## src/pcl_pkg.sv

```systemverilog
// Purpose: shared constants and types for the programmable I/O cell
// Assumes: one 40 MHz clock, asynchronous active-high reset
// Notes: register offsets are byte addresses on the plain register port
package pcl_pkg;

  // clock rate of the block
  localparam int unsigned CLK_HZ = 40000000;

  // register port widths
  localparam int unsigned ADDR_W = 4;
  localparam int unsigned DATA_W = 32;

  // register offsets
  localparam logic [3:0] CTRL_OFS = 4'h0;
  localparam logic [3:0] STATUS_OFS = 4'h4;

  // control register field positions
  localparam int unsigned CTRL_IN_REG_BIT = 0;
  localparam int unsigned CTRL_OUT_REG_BIT = 1;
  localparam int unsigned CTRL_OE_REG_BIT = 2;
  localparam int unsigned CTRL_LATCH_EN_BIT = 3;
  localparam int unsigned CTRL_PULL_EN_BIT = 4;
  localparam int unsigned CTRL_PULL_SEL_LSB = 5;
  localparam int unsigned CTRL_USED_BIT = 7;
  localparam int unsigned CTRL_CFG_DONE_BIT = 8;
  localparam int unsigned CTRL_W = 9;

  // status register field positions
  localparam int unsigned STAT_MODE_LSB = 0;
  localparam int unsigned STAT_FROZEN_BIT = 2;
  localparam int unsigned STAT_PAD_BIT = 3;
  localparam int unsigned STAT_DIN0_BIT = 4;
  localparam int unsigned STAT_DIN1_BIT = 5;
  localparam int unsigned STAT_POR_BIT = 6;

  // pull-up strength codes, weakest is the default
  localparam logic [1:0] PULL_100K = 2'h0;
  localparam logic [1:0] PULL_10K = 2'h1;
  localparam logic [1:0] PULL_6K8 = 2'h2;
  localparam logic [1:0] PULL_3K3 = 2'h3;

  // control register after reset: pull-up on, weakest, nothing configured
  localparam logic [8:0] CTRL_RST = 9'h010;

  // synchroniser width: pad, input clock, output clock, power-on reset
  localparam int unsigned SYNC_W = 4;
  localparam logic [3:0] SYNC_RST = 4'h0;

  // cell operating mode
  typedef enum logic [1:0] {
    MODE_PRECFG = 2'b00,
    MODE_USER = 2'b01,
    MODE_UNUSED = 2'b10
  } pcl_mode_t;

  // pin-side inputs that cross into the clock domain
  typedef struct packed {
    logic por_active;
    logic out_clk;
    logic in_clk;
    logic pad;
  } pcl_async_t;

  // signals driven toward the pad buffer
  typedef struct packed {
    logic data;
    logic oe;
    logic pull_en;
    logic [1:0] pull_sel;
  } pcl_pad_t;

  // synchroniser state
  typedef struct packed {
    logic [3:0] stage1;
    logic [3:0] stage2;
  } pcl_sync_t;

  // whole state of the cell
  typedef struct packed {
    logic [8:0] ctrl;
    pcl_mode_t mode;
    logic in_q0;
    logic in_q1;
    logic in_hold;
    logic out_q0;
    logic out_q1;
    logic oe_q;
    logic in_clk_prev;
    logic out_clk_prev;
    pcl_pad_t pad;
    logic d_in_0;
    logic d_in_1;
    logic [31:0] rdata;
  } pcl_cell_t;

endpackage

```

## src/pcl_sync.sv

```systemverilog
// Purpose: two-flop synchroniser for the pin-side inputs of the cell
// Assumes: inputs are asynchronous to clk
// Notes: only the second stage is visible outside
`timescale 1ns/100ps
module pcl_sync (
  input wire logic clk,
  input wire logic rst,
  input wire logic [3:0] async_in,
  output logic [3:0] sync_out
);

  pcl_pkg::pcl_sync_t state_reg;
  pcl_pkg::pcl_sync_t state_next;

  ////////////////////////////////////////////////////////////////////////////
  // next state: first stage feeds only the second
  always_comb begin
    state_next = state_reg;
    state_next.stage1 = async_in;
    state_next.stage2 = state_reg.stage1;
  end

  // state flops
  always_ff @(posedge clk or posedge rst) begin
    if (rst) begin
      state_reg <= '{stage1: pcl_pkg::SYNC_RST, stage2: pcl_pkg::SYNC_RST};
    end else begin
      state_reg <= state_next;
    end
  end

  assign sync_out = state_reg.stage2;

endmodule

```

## src/pcl_cell.sv

```systemverilog
// Purpose: programmable I/O cell between the core fabric and one pad
// Assumes: clk at 40 MHz; input_clk, output_clk, pad_in, por_active are
//   asynchronous pins and are synchronised before use
// Notes: register edges are the sampled edges of input_clk and output_clk
//
// Summary of operation
// - cell has input, output and output-enable register paths.
// - input path registers pad samples when selected, else passes through.
// - output path registered or direct, chosen by configuration.
// - enabled latch freezes the non-registered input while freeze is high.
// - one bank-wide freeze input holds every latch-enabled cell together.
// - asserting input-hold latches the non-registered input of a latch-enabled cell and presents it until release.
// - before configuration the pad is high impedance with weak pull-up.
// - user settings apply only after reset release and finished download.
// - core paths run only after power-on reset indication drops.
// - unused cells block input and turn the pull-up off.
// - each pad selects weak pull-up or no bus maintenance.
// - four pull-up strengths, weakest applied by default.
//
// The implementer's own choices: the register addresses and the strobed register port.
`timescale 1ns/100ps
module pcl_cell (
  input wire logic clk,
  input wire logic rst,
  // register port
  input wire logic [3:0] reg_addr,
  input wire logic [31:0] reg_wdata,
  input wire logic reg_wr,
  input wire logic reg_rd,
  output logic [31:0] reg_rdata,
  // core side
  input wire logic input_clk,
  input wire logic output_clk,
  input wire logic clock_enable,
  input wire logic output_enable,
  input wire logic d_out_0,
  input wire logic d_out_1,
  input wire logic latch_input_value,
  output logic d_in_0,
  output logic d_in_1,
  // pad side
  input wire logic pad_in,
  input wire logic por_active,
  output logic pad_out,
  output logic pad_oe,
  output logic pad_pullup_en,
  output logic [1:0] pad_pullup_sel
);

  ////////////////////////////////////////////////////////////////////////////
  // helpers

  // rising edge of a sampled clock
  function automatic logic edge_rise(input logic cur, input logic prev);
    edge_rise = cur & ~prev;
  endfunction

  // falling edge of a sampled clock
  function automatic logic edge_fall(input logic cur, input logic prev);
    edge_fall = ~cur & prev;
  endfunction

  ////////////////////////////////////////////////////////////////////////////
  // synchronised pin inputs

  pcl_pkg::pcl_async_t async_pins;
  pcl_pkg::pcl_async_t sync_pins;
  logic [3:0] sync_vec;

  // pack the asynchronous pins for the synchroniser
  assign async_pins.por_active = por_active;
  assign async_pins.out_clk = output_clk;
  assign async_pins.in_clk = input_clk;
  assign async_pins.pad = pad_in;

  pcl_sync u_sync (
    .clk(clk),
    .rst(rst),
    .async_in(async_pins),
    .sync_out(sync_vec)
  );

  assign sync_pins = sync_vec;

  ////////////////////////////////////////////////////////////////////////////
  // state

  pcl_pkg::pcl_cell_t state_reg;
  pcl_pkg::pcl_cell_t state_next;

  // decoded control fields
  logic cfg_in_reg;
  logic cfg_out_reg;
  logic cfg_oe_reg;
  logic cfg_latch_en;
  logic cfg_pull_en;
  logic [1:0] cfg_pull_sel;
  logic cfg_used;
  logic cfg_done;

  assign cfg_in_reg = state_reg.ctrl[pcl_pkg::CTRL_IN_REG_BIT];
  assign cfg_out_reg = state_reg.ctrl[pcl_pkg::CTRL_OUT_REG_BIT];
  assign cfg_oe_reg = state_reg.ctrl[pcl_pkg::CTRL_OE_REG_BIT];
  assign cfg_latch_en = state_reg.ctrl[pcl_pkg::CTRL_LATCH_EN_BIT];
  assign cfg_pull_en = state_reg.ctrl[pcl_pkg::CTRL_PULL_EN_BIT];
  assign cfg_pull_sel = state_reg.ctrl[pcl_pkg::CTRL_PULL_SEL_LSB +: 2];
  assign cfg_used = state_reg.ctrl[pcl_pkg::CTRL_USED_BIT];
  assign cfg_done = state_reg.ctrl[pcl_pkg::CTRL_CFG_DONE_BIT];

  // sampled clock edges and derived conditions
  logic in_rise;
  logic in_fall;
  logic out_rise;
  logic out_fall;
  logic core_run;
  logic frozen;

  assign in_rise = edge_rise(sync_pins.in_clk, state_reg.in_clk_prev);
  assign in_fall = edge_fall(sync_pins.in_clk, state_reg.in_clk_prev);
  assign out_rise = edge_rise(sync_pins.out_clk, state_reg.out_clk_prev);
  assign out_fall = edge_fall(sync_pins.out_clk, state_reg.out_clk_prev);

  assign core_run = (state_reg.mode == pcl_pkg::MODE_USER) & ~sync_pins.por_active;

  assign frozen = cfg_latch_en & latch_input_value;

  ////////////////////////////////////////////////////////////////////////////
  // next-state logic
  always_comb begin
    state_next = state_reg;
    state_next.in_clk_prev = sync_pins.in_clk;
    state_next.out_clk_prev = sync_pins.out_clk;

    // control register write; status is read-only
    if (reg_wr && (reg_addr == pcl_pkg::CTRL_OFS)) begin
      state_next.ctrl = reg_wdata[pcl_pkg::CTRL_W-1:0];
    end

    case (state_reg.mode)
      pcl_pkg::MODE_PRECFG: begin
        if (!sync_pins.por_active && cfg_done) begin
          state_next.mode = cfg_used ? pcl_pkg::MODE_USER : pcl_pkg::MODE_UNUSED;
        end
      end
      pcl_pkg::MODE_USER, pcl_pkg::MODE_UNUSED: begin
        if (sync_pins.por_active || !cfg_done) begin
          state_next.mode = pcl_pkg::MODE_PRECFG;
        end else begin
          state_next.mode = cfg_used ? pcl_pkg::MODE_USER : pcl_pkg::MODE_UNUSED;
        end
      end
      default: begin
        state_next.mode = pcl_pkg::MODE_PRECFG;
      end
    endcase

    if (core_run && clock_enable) begin
      if (in_rise) begin
        state_next.in_q0 = sync_pins.pad;
      end
      if (in_fall) begin
        state_next.in_q1 = sync_pins.pad;
      end
      if (out_rise) begin
        state_next.out_q0 = d_out_0;
        state_next.oe_q = output_enable;
      end
      if (out_fall) begin
        state_next.out_q1 = d_out_1;
      end
    end

    if (!frozen) begin
      state_next.in_hold = sync_pins.pad;
    end

    // data toward the core, blocked unless the cell is in use
    if (core_run) begin
      if (cfg_in_reg) begin
        state_next.d_in_0 = state_next.in_q0;
        state_next.d_in_1 = state_next.in_q1;
      end else begin
        state_next.d_in_0 = state_next.in_hold;
        state_next.d_in_1 = state_next.in_hold;
      end
    end else begin
      state_next.d_in_0 = 1'b0;
      state_next.d_in_1 = 1'b0;
    end

    // pad buffer controls by mode
    case (state_next.mode)
      pcl_pkg::MODE_USER: begin
        state_next.pad.oe = cfg_oe_reg ? state_next.oe_q : output_enable;
        if (cfg_out_reg) begin
          state_next.pad.data = sync_pins.out_clk ? state_next.out_q0 : state_next.out_q1;
        end else begin
          state_next.pad.data = d_out_0;
        end
        state_next.pad.pull_en = cfg_pull_en;
        state_next.pad.pull_sel = cfg_pull_sel;
      end
      pcl_pkg::MODE_UNUSED: begin
        state_next.pad.oe = 1'b0;
        state_next.pad.data = 1'b0;
        state_next.pad.pull_en = 1'b0;
        state_next.pad.pull_sel = pcl_pkg::PULL_100K;
      end
      default: begin
        state_next.pad.oe = 1'b0;
        state_next.pad.data = 1'b0;
        state_next.pad.pull_en = 1'b1;
        state_next.pad.pull_sel = pcl_pkg::PULL_100K;
      end
    endcase
    // with the enable low the pad data is forced to 0 in every mode, user mode included
    if (!state_next.pad.oe) begin
      state_next.pad.data = 1'b0;
    end

    // read data stands for one cycle after the read strobe only
    state_next.rdata = 32'h0;
    if (reg_rd) begin
      case (reg_addr)
        pcl_pkg::CTRL_OFS: begin
          state_next.rdata[pcl_pkg::CTRL_W-1:0] = state_reg.ctrl;
        end
        pcl_pkg::STATUS_OFS: begin
          state_next.rdata[pcl_pkg::STAT_MODE_LSB +: 2] = state_reg.mode;
          state_next.rdata[pcl_pkg::STAT_FROZEN_BIT] = frozen;
          state_next.rdata[pcl_pkg::STAT_PAD_BIT] = sync_pins.pad;
          state_next.rdata[pcl_pkg::STAT_DIN0_BIT] = state_reg.d_in_0;
          state_next.rdata[pcl_pkg::STAT_DIN1_BIT] = state_reg.d_in_1;
          state_next.rdata[pcl_pkg::STAT_POR_BIT] = sync_pins.por_active;
        end
        default: begin
          state_next.rdata = 32'h0;
        end
      endcase
    end
  end

  ////////////////////////////////////////////////////////////////////////////
  // state flops; reset leaves the pad floating with the weak pull-up on
  always_ff @(posedge clk or posedge rst) begin
    if (rst) begin
      state_reg.ctrl <= pcl_pkg::CTRL_RST;
      state_reg.mode <= pcl_pkg::MODE_PRECFG;
      state_reg.in_q0 <= 1'b0;
      state_reg.in_q1 <= 1'b0;
      state_reg.in_hold <= 1'b0;
      state_reg.out_q0 <= 1'b0;
      state_reg.out_q1 <= 1'b0;
      state_reg.oe_q <= 1'b0;
      state_reg.in_clk_prev <= 1'b0;
      state_reg.out_clk_prev <= 1'b0;
      state_reg.pad.data <= 1'b0;
      state_reg.pad.oe <= 1'b0;
      state_reg.pad.pull_en <= 1'b1;
      state_reg.pad.pull_sel <= pcl_pkg::PULL_100K;
      state_reg.d_in_0 <= 1'b0;
      state_reg.d_in_1 <= 1'b0;
      state_reg.rdata <= 32'h0;
    end else begin
      state_reg <= state_next;
    end
  end

  ////////////////////////////////////////////////////////////////////////////
  // outputs, all from flops
  assign reg_rdata = state_reg.rdata;
  assign d_in_0 = state_reg.d_in_0;
  assign d_in_1 = state_reg.d_in_1;
  assign pad_out = state_reg.pad.data;
  assign pad_oe = state_reg.pad.oe;
  assign pad_pullup_en = state_reg.pad.pull_en;
  assign pad_pullup_sel = state_reg.pad.pull_sel;

endmodule

```

## config.mk

```make
export PLATFORM = sky130hd
export DESIGN_NAME = pcl_cell
export DESIGN_NICKNAME = d
export VERILOG_FILES = /design/src/pcl_pkg.sv /design/src/pcl_sync.sv /design/src/pcl_cell.sv
export SDC_FILE = /design/constraint.sdc
export NUM_CORES = 1
export LEC_CHECK = 0
export BUFFER_PORTS_ARGS = -buffer_cell sky130_fd_sc_hd__buf_4
export CORE_ASPECT_RATIO = 1.25
export CORE_MARGIN = 2
export CORE_UTILIZATION = 40
export DETAILED_ROUTE_END_ITERATION = 6
export PLACE_DENSITY_LB_ADDON = 0.08
export SLEW_MARGIN = 20
export SYNTH_ARGS = -nofsm -noshare
export SYNTH_HDL_FRONTEND = slang
export SYNTH_SLANG_ARGS = --single-unit
```

## constraint.sdc

```tcl
create_clock -name clk -period 1.9 [get_ports clk]
set_input_delay 0.19 -clock clk [delete_from_list [all_inputs] [get_ports clk]]
set_output_delay 0.19 -clock clk [all_outputs]
set_load 0.01 [all_outputs]
```

* After elaboration in Yosys (flattened, before gate mapping)
Cells that the tools add are included.
Word-level totals: flip-flop bits (word level) 66, input port bits 49, output and inout bits 39, logic and storage cells 66
Operators by class: equal/unequal tests 5, multiplexer cells 22, bitwise gates (word level) 11, reductions and logical operators 9
Operator list (count):
- 2-bit 2-to-1 mux | 7
- 7-bit case mux with 2 select lines | 1
- 1-bit 2-to-1 mux | 10
- 5-bit case mux with 2 select lines | 1
- 9-bit 2-to-1 mux | 1
- 1-bit bitwise AND | 6
- 1-bit NOT | 5
- 2-bit by 1-bit equality test with 1-bit output (second input constant) | 2
- 2-bit equality test (second input constant) | 2
- 4-bit by 3-bit equality test with 1-bit output (second input constant) | 1
- 4-bit logical NOT | 1
- 2-bit case mux with 2 select lines | 1
- 1-bit logical AND | 3
- 3-bit 2-to-1 mux | 1
- 1-bit logical NOT | 2
- 2-bit logical NOT | 1
- 2-bit OR reduction | 1
- 1-bit logical OR | 1

* Longest topological paths before layout
Gate-level depths: netlist (run 1).
depth in word-level cells 8, mapped depth 9, mapped depth without buffers 9

* By module
A second synthesis (run 1) with hierarchy kept.
Second synthesis, totals: cell total of the unflattened synthesis 162, area, all modules 1988.2 um^2
Modules (own cells, without submodules):
- pcl_cell | instances 1, cells an instance 153, area each 1784.2 um^2, sequential area each 878.3 um^2
- pcl_sync | instances 1, cells an instance 9, area each 203.9 um^2, sequential area each 200.2 um^2

* Worst setup path after synthesis (run 1)
OpenSTA, ideal clock, no wires.
path type register -> register, start point reg state_reg[47] (netlist name), end point reg state_reg (netlist bit pad_out), library setup time 111 ps, arrival 1727 ps, data required time 1789 ps, path slack 61 ps, cell stages (with the launch flop) 9, path buffers 0, clock period less this slack 1839 ps, cell sequence dfrtp_1 -> inv_1 -> ha_1 -> nor2_1 -> or3_1 -> a21o_1 -> inv_1 -> ha_1 -> a2111oi_2
RTL lines:
- from (decl) | line pcl_cell.sv:88 | pcl_pkg::pcl_cell_t state_reg;
- from (signal assigned) | line pcl_cell.sv:265 | state_reg <= state_next;

==> results of run 1 <==
## per-layer routing
layer  up-vias  part of all wire  GRT usage
met5         -                 0          0
met4         0             0.029     0.0878
met3         9             0.048     0.0244
met2        48              0.54      0.246
met1       592              0.39      0.158
li1        569                 -          -
## power groups by stage
stage / logic (W) / clock network [W] / registers (W)
after floorplan: 0.000397 / 0 / 0.00115
after global placement: 0.000537 / 0 / 0.00116
after detailed placement: 0.000554 / 0 / 0.00117
after CTS: 0.000680 / 0.000648 / 0.00115
after global routing: 0.000772 / 0.000687 / 0.00116
final: 0.000706 / 0.000626 / 0.00115
## worst max-delay path, cell delays in order, from the launching register on
cell and delay, ps:
dfrtp_1 370, inv_2 60, ha_4 260, nor2_2 40, or3_1 310, a21o_1 180, inv_2 80, ha_4 200
a2111oi_4 250
## placed cells by master (no fill, tap or decap), types with 2 or more instances in the layout
cell type and instances:
a21o_1 2, mux2i_1 7, nor3b_1 2, nand3_1 4
nand3b_1 2, o21ba_2 2, ha_4 3, ha_1 2
nor2_1 10, nor3b_2 2, a21oi_1 2, dlygate4sd3_1 5
clkbuf_8 7, nand2b_1 2, and2_1 2, inv_1 2
buf_4 46, dfstp_2 2, nand2_1 5, inv_2 3
dfrtp_1 41, o21ai_0 2, mux2_2 15, conb_1 23
## synth_stat cells (all sizes together) (2+ instances only)
cell and number:
o21ba 2, a21o 2, nor3b 4, nand2 5
a21oi 2, and2 2, nand3b 3, nor2 11
mux2i 7, o21ai 2, nand2b 2, mux2 16
ha 5, inv 6, dfstp 2, buf 35
nand3 4, dfrtp 41
## stage by stage
| stage | total power (W) | hold slack (ps) | setup slack (ps) | area, sq um |
|---|---|---|---|---|
| after CTS | 0.00248 | 113 | -11.7 | 2440 |
| after global routing | 0.00262 | 120 | -57.5 | 2460 |
| after floorplan | 0.00155 | 221 | 61.1 | 2070 |
| final | 0.00248 | 125 | 44.2 | 2460 |
| after global placement | 0.00169 | 284 | 27.1 | 2230 |
| after detailed placement | 0.00172 | 301 | -18.7 | 2230 |
## repair_timing
item / in CTS / in global routing
resized for setup: 8 / 3
endpoints found under the setup margin: 1 / 5
hold buffers: 5 / 0
setup buffers: 2 / 0
hold endpoints to repair: 23 / 0
pin swaps: 2 / 3
## path summary, 6_finish.rpt
kind / startpoint / to / cells after the start
max: state_reg[48] / pad_out / 8
min: reg_wdata[7] / cfg_used / 2
max reg2reg: state_reg[48] / pad_out / 8
min reg2reg: u_sync.state_next[1] / u_sync.sync_out[1] / 0
max in group asynchronous: rst / u_sync.state_next[1] / 4
min in group asynchronous: rst / u_sync.sync_out[2] / 3
## final cells by class
type,count,share of cell area
multi-input cells,99,0.312
repair buffers,52,0.169
clock buffers,8,0.0407
flip-flops and latches,43,0.438
inverters,6,0.00916
well taps,60,0.0305
## cell families after synthesis
kind of cell / after synthesis
flops: 43
buf+inv: 41
simple gates: 37
mux: 23
compound gates: 11
fa+ha+maj: 5
other cells: 1
==> flow_summary.json, run 1 <==
{
  "run_status": "finished clean",
  "wire_per_inst_um": 13.1,
  "synth_top_area_cell": "dfrtp_1",
  "synth_top_family_by_area": "buffers and inverters",
  "chipWidth_um": 67,
  "clkSlewWorstSetupHoldPaths_ps": 80,
  "dp_cells": 253,
  "design.die.area_sq_um": 5540,
  "fin_crit_sh": 0.977,
  "synth_top_area_frac": 0.517,
  "antenna_left": 0,
  "area_delta_synth_final_pct": 24.0,
  "drt_drc_violations_left": 0,
  "finClkSkew_ps": 2.24,
  "synth_compound_area_frac": 0.0454,
  "syn_avg_cell_area_sq_um": 12.3,
  "yosysSeqAreaShare": 0.544,
  "ys_warn_count": 0,
  "synth_adder_area_share": 0.0315,
  "pin_count": 88,
  "seqPwrFrac": 0.463,
  "dr.pass1.iters": 4,
  "cp_max_fo": 2,
  "syn_inst": 161,
  "core_sq_um": 4760,
  "synth-seq-cells": 43,
  "clock_sinks": 43,
  "drv_slew": 0,
  "synth_mux_area_frac": 0.126,
  "power_frac_clock": 0.253,
  "end_kind": "flip-flop",
  "cap_violations": 0,
  "grt_setup_unrepaired": "yes",
  "fp.dieH_um": 82.8,
  "antennaDiodeCount": 0,
  "layout-drive-gt1-share": 0.418,
  "cts-root-buf": "clkbuf_8",
  "worst_ep_required_time_ps": 2090,
  "synth_xor_area_frac": 0,
  "synthFlopType": "dfrtp_1",
  "start_util": 0.416,
  "synth_cell_types": 31,
  "pwr-share-comb": 0.285,
  "worst_pin_slew_ps": 831,
  "synth_edf_count": 0,
  "cp-start-kind": "flip-flop",
  "grt_pass1_wl_um": 5600,
  "routed_wl_um": 3510,
  "hpwl_um": 2590,
  "overflow": 0,
  "fillCellCount": 445,
  "first_iter_violations": 29,
  "place.gp.congestion": 0.732,
  "antenna_found_initial": 0,
  "synthArstFlopShare": 1.00,
  "setup_viol": 0,
  "arrival_ps": 2050,
  "num_vias": 1218,
  "synth_area_leaders": "dfrtp_1 52%, buf_4 13%, mux2_2 8.5%",
  "grt_use_total": 0.141,
  "p_switching_w": 0.000712,
  "grt_start_max_net_pins": 23,
  "reg2reg_setup_slack_ps": 40,
  "relSlewSlack": 0.442,
  "cts_made_buffers": 5,
  "portBuffers": 41,
  "setup_tns_ps": 0,
  "viasPerCell": 4.54,
  "hold_path_class": "in -> reg",
  "p_leak_nw": 1.20,
  "swShare": 0.287,
  "synth_area_sq_um": 1980,
  "cts_tree": "yes",
  "regArea_sq_um": 1080,
  "synthSimpleGateAreaFrac": 0.109,
  "clk-insertion-delay-late_ps": 290,
  "rows": 28,
  "grt_pass1_vias": 1189,
  "powerDensity_nw_per_um2": 1010,
  "multi_input_area_sq_um": 768,
  "finalHoldViolCount": 0,
  "final_util": 0.516,
  "fmax_mhz": 539,
  "fin_cells": 268,
  "peakVddDrop_v": 0.000558,
  "period_needed_ps": 1860,
  "nets": 261,
  "clockBufferDepth": 2,
  "h-tree-depth": 2,
  "internal_power_w": 0.00177,
  "largest_reg_flops": 10,
  "crit_type": "reg -> reg"
}
No activity file was read; power rests on OpenSTA's default activity.
==> run 2, diff against run 1 <==
--- a/config.mk
+++ b/config.mk
@@ -5,11 +5,11 @@
 export SDC_FILE = /design/constraint.sdc
 export NUM_CORES = 1
 export LEC_CHECK = 0
-export BUFFER_PORTS_ARGS = -buffer_cell sky130_fd_sc_hd__buf_4
 export CORE_ASPECT_RATIO = 1.25
 export CORE_MARGIN = 2
 export CORE_UTILIZATION = 40
 export DETAILED_ROUTE_END_ITERATION = 6
+export DONT_BUFFER_PORTS = 1
 export PLACE_DENSITY_LB_ADDON = 0.08
 export SLEW_MARGIN = 20
 export SYNTH_ARGS = -nofsm -noshare
==> constraint.sdc (replaced) <==
create_clock -name clk -period 1.9 [get_ports clk]
set_input_delay 0.19 -clock clk [delete_from_list [all_inputs] [get_ports clk]]
set_output_delay 0.19 -clock clk [all_outputs]
set_load 0.005 [all_outputs]
==> run 2 against run 1 <==
Setup slack lost 38 ps; utilization shrank 5.1 points; sequential cell count did not move; non-clock buffer count decreased by 36; first-iteration DRC count decreased by 69%; highest routed layer unchanged; clock-buffer cell count shrank 2; fmax fell by 2.0%; clock skew increased by 7.0 ps.
==> flow_summary.json, run 2 (same netlist as run 1, synthesis figures left out) <==
{
  "end_kind": "flip-flop",
  "pin_count": 88,
  "antenna_left": 0,
  "final_common_cell": "dfrtp_1",
  "clockBufferDepth": 2,
  "overflow": 0,
  "hp-start": "latch_input_value",
  "h-tree-depth": 2,
  "total_power_w": 0.00261,
  "antennaDiodeCount": 0,
  "worst_pin_slew_ps": 830,
  "min_path_cells": 2,
  "wire_per_inst_um": 15.3,
  "grt_pass1_wl_um": 5250,
  "holdWs_ps": 30.2,
  "hold_path_class": "in -> reg",
  "worstHoldEndpoint": "reg_rdata[2]",
  "cp-start-kind": "flip-flop",
  "final_util": 0.466,
  "viasPerCell": 4.81,
  "place_area_sq_um": 1930,
  "fmax_mhz": 528,
  "rows": 28,
  "portBuffers": 0,
  "dr.pass1.iters": 4,
  "rr_endpoint": "pad_out",
  "start_util": 0.416,
  "core_sq_um": 4760,
  "nets": 225,
  "period_needed_ps": 1890,
  "peakVddDrop_v": 0.000640,
  "cts-root-buf": "clkbuf_8",
  "chipWidth_um": 67,
  "relSlewSlack": 0.443,
  "setup_tns_ps": 0,
  "r2r_start": "state_reg[48]",
  "layout-drive-gt1-share": 0.297,
  "worst_ep_required_time_ps": 2080,
  "drv_slew": 0,
  "design.die.area_sq_um": 5540,
  "p_leak_nw": 1.03,
  "grt_start_max_net_pins": 23,
  "num_vias": 1116,
  "crit_type": "reg -> reg",
  "final_cell_mix": "41 x dfrtp_1, 23 x conb_1, 15 x mux2_2",
  "fp.dieH_um": 82.8,
  "antenna_found_initial": 0,
  "drt_drc_violations_left": 0,
  "largest_reg_flops": 10,
  "hpwl_um": 2490,
  "rr_worst_depth": 8,
  "powerDensity_nw_per_um2": 1180,
  "clk-insertion-delay-late_ps": 300,
  "run_status": "finished clean",
  "final_area_sq_um": 2220,
  "area_delta_synth_final_pct": 11.8,
  "finalHoldViolCount": 0,
  "arrival_ps": 2080,
  "grt_pass1_vias": 1059,
  "cts_tree": "yes",
  "reg2reg_setup_slack_ps": 6,
  "clock_sinks": 43,
  "grt_use_total": 0.134,
  "clkSlewWorstSetupHoldPaths_ps": 80,
  "first_iter_violations": 9,
  "cp_max_fo": 2,
  "place.gp.congestion": 0.722,
  "cap_violations": 0,
  "cts_made_buffers": 5,
  "grt_setup_unrepaired": "yes",
  "routed_wl_um": 3540,
  "fin_crit_sh": 0.997,
  "finClkSkew_ps": 9.24,
  "setup_viol": 0
}
-- run 2: worst max-delay path, stage by stage, from the launching register on --
cell	delay, ps
dfrtp_1	370
inv_2	60
ha_4	260
nor2_2	40
or3_1	350
a21o_1	200
inv_2	90
ha_4	210
a2111oi_4	210
-- run 2: power breakdown --
part / leakage, nW / internal [W] / switching (W)
sequential: 0.551 / 0.00106 / 0.0000909
clock: 0.0654 / 0.000525 / 0.000308
combinational: 0.418 / 0.000336 / 0.000292
-- run 2: worst max path at each step --
stage,endpoint,cells after the start,startpoint,slack (ps)
2_1_floorplan,pad_out,8,state_reg[47],60
3_3_place_gp,pad_out,8,state_reg[48],20
3_5_place_dp,pad_out,8,state_reg[48],-30
4_1_cts,pad_out,8,state_reg[47],-20
5_1_grt,pad_out,8,state_reg[47],-70
6_report,pad_out,8,state_reg[48],6
-- run 2: final cells by class --
cell class / count / area [sq um]
clock buffer: 6 / 72.6
clock inverter: 2 / 60.1
fill: 446 / 2550
inverter: 6 / 22.5
multi-input combinational: 99 / 762
sequential: 43 / 1080
tap: 60 / 75.1
timing repair buffer: 16 / 148
-- run 2: metrics by stage --
step | setup slack, ps | instances
final | 6.20 | 232
after global routing | -73.4 | 232
after CTS | -23.8 | 229
after detailed placement | -29.2 | 213
after global placement | 21.5 | 213
after floorplan | 61.1 | 183
-- run 2: repair_timing --
action	in CTS	in global routing
buffers inserted	2	3
gates cloned	0	0
resized for setup	3	9
endpoints found under the setup margin	1	7
pin swaps	2	5
hold buffers	6	0
endpoints found under the hold margin	25	0
-- run 2: metal layers --
layer / vias up / global-route usage / routed length (um)
li1: 502 / - / -
met1: 558 / 0.148 / 1360
met2: 52 / 0.224 / 1870
met3: 4 / 0.0556 / 263
met4: 0 / 0.0612 / 47
met5: - / 0 / 0
